**config.mk**
```make
export PLATFORM = sky130hd
export DESIGN_NAME = tmg_top
export DESIGN_NICKNAME = d
export VERILOG_FILES = /design/src/hw/tmg_top.v /design/src/hw/tmg_path.v
export VERILOG_INCLUDE_DIRS = /design/src /design/src/hw
export SDC_FILE = /design/constraint.sdc
export NUM_CORES = 1
export LEC_CHECK = 0
export ABC_AREA = 1
export BUFFER_PORTS_ARGS = -buffer_cell sky130_fd_sc_hd__clkbuf_2
export CAP_MARGIN = 20
export CORE_MARGIN = 2
export CORE_UTILIZATION = 45
export DETAILED_ROUTE_END_ITERATION = 8
export PLACE_DENSITY = 0.77
export SYNTH_ARGS = -nofsm -noshare
export SYNTH_HDL_FRONTEND = slang
export SYNTH_SLANG_ARGS = --single-unit
```
**constraint.sdc**
```tcl
create_clock -name pclk -period 4.1 [get_ports pclk]
set_input_delay 0.615 -clock pclk [delete_from_list [all_inputs] [get_ports pclk]]
set_output_delay 0.615 -clock pclk [all_outputs]
set_load 0.01 [all_outputs]
```
**src/hw/tmg_consts.vh**
```
`ifndef TMG_CONSTS_VH
`define TMG_CONSTS_VH

// ----------------------------------------
// register indices and byte addresses
// ----------------------------------------
`define TMG_IDX_ROW_CODE 8'h0D
`define TMG_IDX_COL_CODE 8'h0E
`define TMG_IDX_CONTROL 8'h0F
`define TMG_IDX_STATUS 8'h10
`define TMG_ADDR_ROW_CODE 12'h034
`define TMG_ADDR_COL_CODE 12'h038
`define TMG_ADDR_CONTROL 12'h03C
`define TMG_ADDR_STATUS 12'h040

// ----------------------------------------
// field positions and reset values
// ----------------------------------------
`define TMG_CTL_MODE_HI 7
`define TMG_CTL_MODE_LO 6
`define TMG_CTL_ROW_EN 5
`define TMG_CTL_COL_EN 4
`define TMG_CTL_OUT_EN 3
`define TMG_CODE_W 5
`define TMG_DAC_W 6
`define TMG_RST_CONTROL 5'h00
`define TMG_RST_CODE 5'h00
`define TMG_DAC_MID 6'h20
`define TMG_DAC_MSB 6'h20

// ----------------------------------------
// mode encodings
// ----------------------------------------
`define TMG_MODE_SINE 2'h0
`define TMG_MODE_SQ1 2'h1
`define TMG_MODE_SQ2 2'h2
`define TMG_MODE_SQ3 2'h3

// ----------------------------------------
// timing
// ----------------------------------------
`define TMG_PCLK_HZ 20000000
`define TMG_TONE_CLK_HZ 1789772
`define TMG_TONE_DIV ((`TMG_PCLK_HZ + `TMG_TONE_CLK_HZ / 2) / `TMG_TONE_CLK_HZ)
`define TMG_STEPS 28

`endif

```
**src/hw/tmg_top.v**
```verilog
// Contract
// - two paths, each with 5-bit code register
// - divider per path sets sample rate
// - modulo-28 scanner walks 28-entry sine table
// - sine mode passes all six bits
// - square mode keeps only table msb
// - pacifier tone from row table msb
// - tone output dual; pacifier single square
// - illegal code stops both paths and the pacifier; tone pin stays enabled
// - control layout, low bits zero, reset zero
// - two mode bits pick four modes
// - pacifier active in square 2/3 only
// - pacifier level follows enables and legality
// - tone output tristate until enabled
// - stop forces pacifier high, tone tristate
// - square 3: column melody plus pacifier
// - row enable runs the row path
// - column enable runs the column path
// - illegal code: pacifier high, output mid-scale
// - mode codes map outputs per table
// - clearing a path enable resets that path's divider and scanner
// - dialling codes legal only in own register
//
// Decided for this implementation: the APB interface to the registers.
`timescale 1ns/1ps
`include "tmg_consts.vh"

module tmg_top #(
  parameter TONE_DIV = `TMG_TONE_DIV
) (
  input wire pclk,
  input wire presetn,
  input wire psel,
  input wire penable,
  input wire pwrite,
  input wire [11:0] paddr,
  input wire [31:0] pwdata,
  output reg [31:0] prdata,
  output reg pready,
  output reg pslverr,
  input wire stop_mode,
  output reg [5:0] row_dac,
  output reg [5:0] col_dac,
  output reg tone_out_oe_n,
  output reg pacifier_out
);

  // ----------------------------------------
  // code legality
  // ----------------------------------------
  // row dialling codes 00-03 belong to row only, 10-13 to column only
  function tmg_code_ok;
    input [4:0] c;
    input is_col;
    begin
      if (c[4:2] == 3'b000)
        tmg_code_ok = !is_col;
      else if (c[4:2] == 3'b100)
        tmg_code_ok = is_col;
      else
        tmg_code_ok = 1'b1;
    end
  endfunction

  // ----------------------------------------
  // registers
  // ----------------------------------------
  reg [4:0] row_tone_code;
  reg [4:0] column_tone_code;
  reg mode_select_hi;
  reg mode_select_lo;
  reg row_path_enable;
  reg column_path_enable;
  reg tone_out_enable;
  reg [3:0] pre_cnt;
  reg tone_tick;

  wire setup_ph;
  wire access_ph;
  wire wr_en;
  wire [1:0] mode;
  wire codes_legal;
  wire row_run;
  wire col_run;
  wire [5:0] row_sample;
  wire [5:0] col_sample;
  wire [9:0] path_code;
  wire [1:0] path_run;
  wire [11:0] path_sample;

  assign setup_ph = psel && !penable;
  assign access_ph = psel && penable && pready;
  assign wr_en = access_ph && pwrite;
  assign mode = {mode_select_hi, mode_select_lo};

  // register writes take effect at the completing edge
  always @(posedge pclk or negedge presetn) begin
    if (!presetn) begin
      row_tone_code <= `TMG_RST_CODE;
      column_tone_code <= `TMG_RST_CODE;
      {mode_select_hi, mode_select_lo, row_path_enable, column_path_enable, tone_out_enable} <= `TMG_RST_CONTROL;
    end else if (wr_en) begin
      case (paddr)
        `TMG_ADDR_ROW_CODE: begin
          row_tone_code <= pwdata[4:0];
        end
        `TMG_ADDR_COL_CODE: begin
          column_tone_code <= pwdata[4:0];
        end
        `TMG_ADDR_CONTROL: begin
          mode_select_hi <= pwdata[`TMG_CTL_MODE_HI];
          mode_select_lo <= pwdata[`TMG_CTL_MODE_LO];
          row_path_enable <= pwdata[`TMG_CTL_ROW_EN];
          column_path_enable <= pwdata[`TMG_CTL_COL_EN];
          tone_out_enable <= pwdata[`TMG_CTL_OUT_EN];
        end
        default: begin
        end
      endcase
    end
  end

  // ----------------------------------------
  // apb answer
  // ----------------------------------------
  // one wait-free access phase: pready rises the cycle after setup
  always @(posedge pclk or negedge presetn) begin
    if (!presetn) begin
      pready <= 1'b0;
      pslverr <= 1'b0;
      prdata <= 32'h00000000;
    end else if (setup_ph) begin
      pready <= 1'b1;
      pslverr <= 1'b0;
      prdata <= 32'h00000000;
      case (paddr)
        `TMG_ADDR_ROW_CODE: prdata <= {27'h0000000, row_tone_code};
        `TMG_ADDR_COL_CODE: prdata <= {27'h0000000, column_tone_code};
        `TMG_ADDR_CONTROL: prdata <= {24'h000000, mode, row_path_enable, column_path_enable,
                                       tone_out_enable, 3'h0};
        `TMG_ADDR_STATUS: prdata <= {28'h0000000, pacifier_out, col_run, row_run, codes_legal};
        default: pslverr <= 1'b1;
      endcase
    end else begin
      pready <= 1'b0;
      pslverr <= 1'b0;
    end
  end

  // ----------------------------------------
  // tone clock enable
  // ----------------------------------------
  // one pulse per tone clock period from pclk
  always @(posedge pclk or negedge presetn) begin
    if (!presetn) begin
      pre_cnt <= 4'h0;
      tone_tick <= 1'b0;
    end else if (pre_cnt == TONE_DIV[3:0] - 4'h1) begin
      pre_cnt <= 4'h0;
      tone_tick <= 1'b1;
    end else begin
      pre_cnt <= pre_cnt + 4'h1;
      tone_tick <= 1'b0;
    end
  end

  // ----------------------------------------
  // path control
  // ----------------------------------------
  // validator checks both registers at all times
  assign codes_legal = tmg_code_ok(row_tone_code, 1'b0) && tmg_code_ok(column_tone_code, 1'b1);
  // row runs only when enabled and legal
  assign row_run = row_path_enable && codes_legal && !stop_mode;
  // column runs only when enabled and legal
  assign col_run = column_path_enable && codes_legal && !stop_mode;

  assign path_code = {column_tone_code, row_tone_code};
  assign path_run = {col_run, row_run};
  assign row_sample = path_sample[5:0];
  assign col_sample = path_sample[11:6];

  // one divider and scanner per path
  genvar gi;
  generate
    for (gi = 0; gi < 2; gi = gi + 1) begin : g_path
      tmg_path u_path (
        .pclk(pclk),
        .presetn(presetn),
        .tone_tick(tone_tick),
        .run(path_run[gi]),
        .code(path_code[gi*5 +: 5]),
        .sample(path_sample[gi*6 +: 6])
      );
    end
  endgenerate

  // ----------------------------------------
  // output shaping
  // ----------------------------------------
  reg [5:0] next_row_dac;
  reg [5:0] next_col_dac;
  reg next_pacifier;

  // converter codes and pacifier level per mode
  always @* begin
    next_row_dac = `TMG_DAC_MID;
    next_col_dac = `TMG_DAC_MID;
    next_pacifier = 1'b1;
    case (mode)
      `TMG_MODE_SINE: begin
        if (row_run)
          next_row_dac = row_sample;
        if (col_run)
          next_col_dac = col_sample;
      end
      `TMG_MODE_SQ1, `TMG_MODE_SQ2: begin
        if (row_run)
          next_row_dac = row_sample & `TMG_DAC_MSB;
        if (col_run)
          next_col_dac = col_sample & `TMG_DAC_MSB;
      end
      `TMG_MODE_SQ3: begin
        // column melody alone on the tone output
        if (col_run)
          next_col_dac = col_sample & `TMG_DAC_MSB;
      end
      default: begin
      end
    endcase
    // pacifier is row msb in square 2/3
    if (mode_select_hi && row_run)
      next_pacifier = row_sample[5];
  end

  always @(posedge pclk or negedge presetn) begin
    if (!presetn) begin
      row_dac <= `TMG_DAC_MID;
      col_dac <= `TMG_DAC_MID;
      tone_out_oe_n <= 1'b1;
      pacifier_out <= 1'b1;
    end else begin
      row_dac <= next_row_dac;
      col_dac <= next_col_dac;
      tone_out_oe_n <= !(tone_out_enable && !stop_mode);
      pacifier_out <= next_pacifier;
    end
  end

endmodule

```
**src/hw/tmg_path.v**
```verilog
`timescale 1ns/1ps
`include "tmg_consts.vh"

module tmg_path #(
  parameter STEPS = `TMG_STEPS
) (
  input wire pclk,
  input wire presetn,
  input wire tone_tick,
  input wire run,
  input wire [4:0] code,
  output wire [5:0] sample
);

  // ----------------------------------------
  // divisor and sine lookups
  // ----------------------------------------
  // tone clock cycles per table step for each code
  function [6:0] tmg_divisor;
    input [4:0] c;
    begin
      case (c)
        5'h00: tmg_divisor = 7'h5C;
        5'h01: tmg_divisor = 7'h53;
        5'h02: tmg_divisor = 7'h4B;
        5'h03: tmg_divisor = 7'h44;
        5'h04: tmg_divisor = 7'h67;
        5'h05: tmg_divisor = 7'h61;
        5'h06: tmg_divisor = 7'h5C;
        5'h07: tmg_divisor = 7'h56;
        5'h08: tmg_divisor = 7'h52;
        5'h09: tmg_divisor = 7'h4D;
        5'h0A: tmg_divisor = 7'h49;
        5'h0B: tmg_divisor = 7'h45;
        5'h0C: tmg_divisor = 7'h41;
        5'h0D: tmg_divisor = 7'h3D;
        5'h0E: tmg_divisor = 7'h3A;
        5'h0F: tmg_divisor = 7'h36;
        5'h10: tmg_divisor = 7'h35;
        5'h11: tmg_divisor = 7'h30;
        5'h12: tmg_divisor = 7'h2B;
        5'h13: tmg_divisor = 7'h27;
        5'h14: tmg_divisor = 7'h33;
        5'h15: tmg_divisor = 7'h30;
        5'h16: tmg_divisor = 7'h2E;
        5'h17: tmg_divisor = 7'h2B;
        5'h18: tmg_divisor = 7'h29;
        5'h19: tmg_divisor = 7'h26;
        5'h1A: tmg_divisor = 7'h24;
        5'h1B: tmg_divisor = 7'h22;
        5'h1C: tmg_divisor = 7'h20;
        5'h1D: tmg_divisor = 7'h1F;
        5'h1E: tmg_divisor = 7'h1D;
        default: tmg_divisor = 7'h1B;
      endcase
    end
  endfunction

  // staircase sine, step 0 is the dc level
  function [5:0] tmg_sine;
    input [4:0] s;
    begin
      case (s)
        5'h00: tmg_sine = 6'h20;
        5'h01: tmg_sine = 6'h27;
        5'h02: tmg_sine = 6'h2D;
        5'h03: tmg_sine = 6'h33;
        5'h04: tmg_sine = 6'h38;
        5'h05: tmg_sine = 6'h3C;
        5'h06: tmg_sine = 6'h3E;
        5'h07: tmg_sine = 6'h3F;
        5'h08: tmg_sine = 6'h3E;
        5'h09: tmg_sine = 6'h3C;
        5'h0A: tmg_sine = 6'h38;
        5'h0B: tmg_sine = 6'h33;
        5'h0C: tmg_sine = 6'h2D;
        5'h0D: tmg_sine = 6'h27;
        5'h0E: tmg_sine = 6'h1F;
        5'h0F: tmg_sine = 6'h19;
        5'h10: tmg_sine = 6'h13;
        5'h11: tmg_sine = 6'h0D;
        5'h12: tmg_sine = 6'h08;
        5'h13: tmg_sine = 6'h04;
        5'h14: tmg_sine = 6'h02;
        5'h15: tmg_sine = 6'h01;
        5'h16: tmg_sine = 6'h02;
        5'h17: tmg_sine = 6'h04;
        5'h18: tmg_sine = 6'h08;
        5'h19: tmg_sine = 6'h0D;
        5'h1A: tmg_sine = 6'h13;
        default: tmg_sine = 6'h19;
      endcase
    end
  endfunction

  // ----------------------------------------
  // divider and scanner
  // ----------------------------------------
  reg [6:0] div_cnt;
  reg [4:0] scan;
  wire [6:0] div_last;

  assign div_last = tmg_divisor(code) - 7'h01;
  assign sample = tmg_sine(scan);

  // both counters sit in reset while the path is off
  always @(posedge pclk or negedge presetn) begin
    if (!presetn) begin
      div_cnt <= 7'h00;
      scan <= 5'h00;
    end else if (!run) begin
      div_cnt <= 7'h00;
      scan <= 5'h00;
    end else if (tone_tick) begin
      if (div_cnt >= div_last) begin
        div_cnt <= 7'h00;
        if (scan == STEPS - 1)
          scan <= 5'h00;
        else
          scan <= scan + 5'h01;
      end else begin
        div_cnt <= div_cnt + 7'h01;
      end
    end
  end

endmodule

```
==> impl_metrics.json, run 1 <==
{
  "clkSinkCount": 68,
  "portBuffers": 49,
  "yosys_warnings": 0,
  "stdcell_count": 929,
  "path_common_cell": "nand2_1",
  "r2r_start": "row_tone_code[1]",
  "finalCritPeriodShare_pct": 81.35,
  "end_kind": "flip-flop",
  "ys_seq_elements": 68,
  "layout.cells.most_common_list": "nand2_1, inv_1, nand3_1",
  "rsz0062_at_grt": "false",
  "crit_arrival_ns": 3.59,
  "cts.clk_slew.worst_paths_ns": 0.06,
  "fin_util_pct": 51.16,
  "cts_buffers": 9,
  "nFillCells": 1114,
  "ctsResizeCount": 0,
  "slowest_delay_ns": 0.47,
  "startpoint_type": "flip-flop",
  "tns_ns": 0,
  "nNetsFinal": 878,
  "core-area_sq_mm": 0.01152,
  "crit_buf_inv": 3,
  "period_needed_ns": 3.335,
  "rows": 39,
  "slew_headroom_pct": 59.33,
  "drtAntennaViolNets": 0,
  "final.setup_skew_ns": 0.006584,
  "status": "complete, but fails checks",
  "min_path_type": "input port to async pin",
  "slowest_stage": "dfrtp_1",
  "regToRegSetupSlack_ns": 0.76,
  "setup_viol": 0,
  "cts_setup_buffers": 0,
  "max_freq_mhz": 299.8,
  "fp.dieH_um": 113.0,
  "fp.dieArea_sq_mm": 0.01277,
  "grt_max_degree": 42,
  "timing.hold.ws_ns": 0.2949,
  "powerDensity_mw_per_mm2": 265.6,
  "rr_endpoint": "g_path[0].u_path.scan[1]",
  "synth_cell_types": 43,
  "cts_buffer_depth": 2,
  "io_pins": 98,
  "design_area_sq_mm": 0.005892,
  "final_common_cell": "nand2_1",
  "cts_hold_buf": 0,
  "crit_fanout": 7,
  "crit_type": "flip-flop to flip-flop",
  "root_buffer": "clkbuf_16",
  "worst_pin_slew_ns": 0.6100,
  "crit_chain": "inv_1, ha_1, inv_1, nand2_1, nand2_1, nand2_1, nand2_1, nand2_1, nand2_1, ha_1, nand3b_1, nand4_1, nand2_1, ha_1, nand2_1, a21oi_1, nor3_1, nand4_4, nand2_2, inv_2, o21ai_1",
  "netlist_area_sq_mm": 0.005348,
  "seq_area_frac_synth_pct": 31.91,
  "grt_pass1_wl_um": 19600,
  "hold_viol_final": 0,
  "cp.required_ns": 4.36,
  "hpwlAfterDp_um": 8591,
  "fp.dieW_um": 113.0,
  "drt-total-wl_um": 11540,
  "pre_cts_ws_ns": 0.7637,
  "htreeDepth": 3,
  "drt-initial-drc-count": 525,
  "start_util_pct": 46.44,
  "viasPerCell": 5.140,
  "path_delay_family": "simple AND/OR/NAND/NOR gates",
  "drc": 7,
  "leakage_nw": 3.001,
  "violations": "DRC",
  "area_delta_synth_final_pct": 10.18,
  "dpl_cell_area_sq_mm": 0.005574,
  "drive_gt1_share_pct": 12.09,
  "overflow": 0,
  "clk_latency_ns": 0.33,
  "vdd_ir_drop_max_v": 0.0001906,
  "yosys-top-cells-area": "dfrtp_1, nand2_1, ha_1",
  "gp_congestion": 0.9051,
  "report.final.slew_viol_count": 0,
  "grt_pass1_vias": 4246,
  "grt_use_total_pct": 18.56,
  "synth_cells": 739,
  "dr.pass1.iters": 7,
  "dp_cells": 913,
  "synth_largest_area_cell": "dfrtp_1",
  "wl_per_cell_um": 12.43,
  "n_antenna_cell": 0,
  "synth_top_area_share_pct": 29.95,
  "power_mw": 1.565,
  "syn_area_per_cell_sq_um": 7.236,
  "maxCapViolations": 0,
  "cts_tree": "done",
  "dr_total_vias": 4775,
  "antenna_found_initial": 0,
  "rr_worst_depth": 21,
  "worst_slack_ns": 0.7645
}
==> registers in the layout, indices dropped and copies added (netlist names) <==
| register | cells |
|---|---|
| col_dac | 6 |
| prdata | 8 |
| row_dac | 6 |
| mode_select_hi | 1 |
| tone_tick | 1 |
| row_tone_code | 5 |
| pslverr | 1 |
| g_path.u_path.div_cnt | 14 |
| tone_out_enable | 1 |
| pre_cnt | 4 |
| tone_out_oe_n | 1 |
| pacifier_out | 1 |
| column_tone_code | 5 |
| g_path.u_path.scan | 10 |
| column_path_enable | 1 |
| pready | 1 |
| row_path_enable | 1 |
| mode_select_lo | 1 |
==> worst register-to-register path, cell delays in order (launching register included) <==
cell      delay, ns
dfrtp_1        0.47
inv_1          0.16
ha_1           0.35
inv_1          0.07
nand2_1        0.08
nand2_1        0.05
nand2_1        0.05
nand2_1        0.05
nand2_1        0.05
nand2_1        0.07
ha_1           0.22
nand3b_1       0.20
nand4_1        0.11
nand2_1        0.07
ha_1           0.31
nand2_1        0.09
a21oi_1        0.04
nor3_1         0.26
nand4_4        0.18
nand2_2        0.16
inv_2          0.09
o21ai_1        0.13
==> cells in the mapped netlist <==
cell      number
a31oi_1        4
nor3b_4        1
nor2_1        48
nor2_2         4
dfrtp_1       64
o21ai_0       46
o22ai_1        2
nor2_8         3
a32o_1         1
a211oi_1       5
nand2_2        5
o211ai_1       5
nor2_4         1
nor3_4         1
nand2_1      232
buf_6          3
nand3_1       65
a21boi_1       1
buf_4         28
clkinv_1       2
a311oi_1       1
a21o_1         1
xnor2_1        4
conb_1         1
ha_1          47
o21ai_1        4
inv_2          4
clkbuf_1       6
buf_2          5
o221ai_1       1
nor3_1        11
nor3_2         1
nand2_4        4
nand4_1       13
nand4_4        2
xor2_1        11
o31ai_1        3
o21a_1         1
dfstp_2        4
nand3b_1       3
inv_1         69
a221oi_1       1
a21oi_1       21
==> area by class of cell <==
class                           count  area, sq um  area share (%)
Clock inverter                      6        88.84           1.508
Timing Repair Buffer               50        252.7           4.290
Clock buffer                       10        229.0           3.886
Inverter                           75        281.5           4.778
Tap cell                          143        178.9           3.037
Sequential cell                    68         1707           28.97
Multi-Input combinational cell    577         3154           53.54
==> power breakdown <==
part	switching, mW	total (mW)	internal, mW
registers	0.000628	0.673	0.673
logic	0.0400	0.0532	0.0132
clock network	0.305	0.839	0.534
==> logic make-up (layout without fill, tap and decap cells) <==
logic type	Yosys count	after routing	synth area share [%]
fa+ha+maj	47	47	11.00
buf+inv	117	141	10.72
flops	68	68	31.91
xor+xnor	15	15	2.457
simple gates	394	394	33.58
compound gates	97	97	10.27
other cells	1	24	0.07012
==> layer usage <==
metal | vias up | global-route usage [%] | part of all wire (%)
met5 | - | 0 | 0
met4 | 0 | 5.366 | 1.5
met3 | 16 | 3.374 | 6.2
met2 | 141 | 29.62 | 46
met1 | 2159 | 25.89 | 46
li1 | 2459 | - | -
==> worst max path at each step <==
stage | from | end | slack, ns | cells after the start
6_report | row_tone_code[1] | g_path[0].u_path.scan[1] | 0.76 | 21
5_1_grt | row_tone_code[1] | g_path[0].u_path.scan[1] | 0.37 | 22
4_1_cts | row_tone_code[1] | g_path[0].u_path.scan[1] | 0.74 | 21
3_5_place_dp | row_tone_code[1] | g_path[0].u_path.scan[1] | 0.76 | 21
3_3_place_gp | row_tone_code[1] | g_path[0].u_path.scan[0] | 0.79 | 21
2_1_floorplan | column_tone_code[1] | g_path[1].u_path.scan[4] | 1.18 | 20
(Power assumes the default switching activity.)
==> run 2, diff against run 1 <==
- PLACE_DENSITY: 0.77 -> 0.79
- clock period: 4.1 -> 2.9 ns (I/O delays scaled with it)
==> impl_metrics.json, run 2 (synthesized netlist as in run 1, its figures left out) <==
{
  "timing.hold.ws_ns": 0.2933,
  "seqPwrFrac_pct": 40.0,
  "portBuffers": 49,
  "largest_reg_flops": 14,
  "startpoint_type": "flip-flop",
  "gp_congestion": 0.9107,
  "hold_viol_final": 0,
  "rsz0062_at_grt": "true",
  "report.final.slew_viol_count": 0,
  "crit_fanout": 5,
  "grt_pass1_vias": 4657,
  "vdd_ir_drop_max_v": 0.0002183,
  "dr.pass1.iters": 9,
  "drt-initial-drc-count": 443,
  "p_sw_share_pct": 20.29,
  "setup_viol": 9,
  "layout.cells.most_common_list": "nand2_1, dfrtp_1, nand3_1",
  "overflow": 0,
  "combinationalPowerShare_pct": 3.3,
  "p_int_mw": 1.896,
  "crit_arrival_ns": 3.18,
  "hpwlAfterDp_um": 9177,
  "htreeDepth": 3,
  "finalCritPeriodShare_pct": 101.8,
  "n_antenna_cell": 0,
  "regToRegSetupSlack_ns": -0.05,
  "nFillCells": 990,
  "end_kind": "flip-flop",
  "max_freq_mhz": 338.7,
  "rows": 39,
  "worst_slack_ns": -0.05249,
  "final.setup_skew_ns": 0.01037,
  "final_common_cell": "nand2_1",
  "cts_buffer_depth": 2,
  "drt-total-wl_um": 13180,
  "period_needed_ns": 2.952,
  "maxCapViolations": 0,
  "drive_gt1_share_pct": 24.28,
  "grt_max_degree": 69,
  "antenna_found_initial": 0,
  "slew_headroom_pct": 43.01,
  "fp.dieH_um": 113.0,
  "clkSinkCount": 68,
  "viasPerCell": 5.248,
  "grt_use_total_pct": 20.60,
  "cts_hold_buf": 0,
  "violations": "DRC, setup timing",
  "cp.required_ns": 3.12,
  "core-area_sq_mm": 0.01152,
  "cts.clk_slew.worst_paths_ns": 0.06,
  "p_switching_mw": 0.4827,
  "rr_endpoint": "g_path[0].u_path.scan[1]",
  "worst_pin_slew_ns": 0.8548,
  "drc": 4,
  "cts_tree": "done",
  "dr_total_vias": 5096,
  "pre_cts_ws_ns": -0.1690,
  "leakage_nw": 3.293,
  "drtAntennaViolNets": 0,
  "min_path_type": "input port to async pin",
  "clockPowerShare_pct": 56.7,
  "top_regs": "g_path.u_path.div_cnt (14), g_path.u_path.scan (10), prdata (8)",
  "cts_buffers": 9,
  "clk_latency_ns": 0.34,
  "r2r_start": "row_tone_code[1]",
  "fp.dieW_um": 113.0,
  "area_delta_synth_final_pct": 23.05,
  "grt_pass1_wl_um": 21580,
  "wl_per_cell_um": 13.58,
  "powerDensity_mw_per_mm2": 361.5,
  "start_util_pct": 46.44,
  "rr_worst_depth": 21,
  "fp.dieArea_sq_mm": 0.01277,
  "regMostFlops": "g_path.u_path.div_cnt",
  "crit_type": "flip-flop to flip-flop",
  "io_pins": 98,
  "status": "complete, but fails checks",
  "nNetsFinal": 921,
  "root_buffer": "clkbuf_16"
}
-- run 2: cell types whose count changed in the layout (fill, tap and decap cells not counted), sizes merged --
cell	change
clkbuf	-1
inv	-1
clkinv	+1
buf	+42
clkinvlp	-2
bufinv	+2
nand2	+1
-- run 2: worst max-delay path, cell delays in order, from the launching register on --
cell      delay, ns
dfrtp_1        0.36
inv_2          0.08
ha_4           0.30
inv_4          0.04
nand2_2        0.06
nand2_1        0.05
nand2_1        0.05
nand2_1        0.04
nand2_1        0.06
nand2_2        0.06
ha_2           0.18
nand3b_1       0.19
nand4_1        0.14
nand2_2        0.09
ha_4           0.26
nand2_1        0.05
inv_1          0.04
nor3_2         0.21
nand4_4        0.20
buf_4          0.20
nand4_1        0.10
o21ai_2        0.06
-- run 2: what timing repair did --
action,4_1_cts,5_1_grt
setup buffers,3,3
hold endpoints to repair,0,0
gates cloned,1,0
gates resized for setup,32,62
endpoints found under the setup margin,24,24
pin swaps,13,18
-- run 2: worst max-delay path by stage --
| stage | start | end | cells after the start |
|---|---|---|---|
| 2_1_floorplan | row_tone_code[1] | g_path[0].u_path.scan[2] | 21 |
| 3_3_place_gp | row_tone_code[0] | g_path[0].u_path.scan[2] | 21 |
| 3_5_place_dp | row_tone_code[1] | g_path[0].u_path.scan[0] | 21 |
| 4_1_cts | column_tone_code[1] | g_path[1].u_path.scan[1] | 20 |
| 5_1_grt | row_tone_code[0] | g_path[0].u_path.scan[0] | 22 |
| 6_report | row_tone_code[1] | g_path[0].u_path.scan[1] | 21 |
-- run 2: power groups by stage --
stage	clock, mW	combinational (mW)	sequential [mW]
2_1_floorplan	0	0.0532	0.969
3_3_place_gp	0	0.0766	0.969
3_5_place_dp	0	0.0775	0.969
4_1_cts	1.36	0.0782	0.952
5_1_grt	1.41	0.0878	0.952
6_report	1.35	0.0774	0.952
-- run 2: metrics by stage --
stage | util, % | std cells | TNS [ns] | power (mW) | instance area, sq um
2_1_floorplan | - | 762 | 0 | 1.023 | 5439
3_3_place_gp | 50.79 | 949 | -1.154 | 1.046 | 5849
3_5_place_dp | 50.79 | 949 | -2.352 | 1.046 | 5849
4_1_cts | 55.24 | 968 | -0.03413 | 2.393 | 6361
5_1_grt | 57.14 | 971 | -4.402 | 2.447 | 6580
6_report | 57.14 | 971 | -0.2462 | 2.379 | 6580
-- run 2: area by class of cell --
| class | instances | area (sq um) | share of cell area (%) |
|---|---|---|---|
| multi-input combinational | 578 | 3451 | 52.44 |
| inverter | 75 | 301.5 | 4.583 |
| clock inverter | 6 | 137.6 | 2.092 |
| tap | 143 | 178.9 | 2.719 |
| sequential | 68 | 1707 | 25.94 |
| clock buffer | 9 | 225.2 | 3.423 |
| timing repair buffer | 92 | 579.3 | 8.804 |
-- run 2: routing by layer --
metal	part of all wire [%]	track usage, %
met5	0	0
met4	2.6	7.967
met3	5.6	3.856
met2	49	33.37
met1	43	27.43
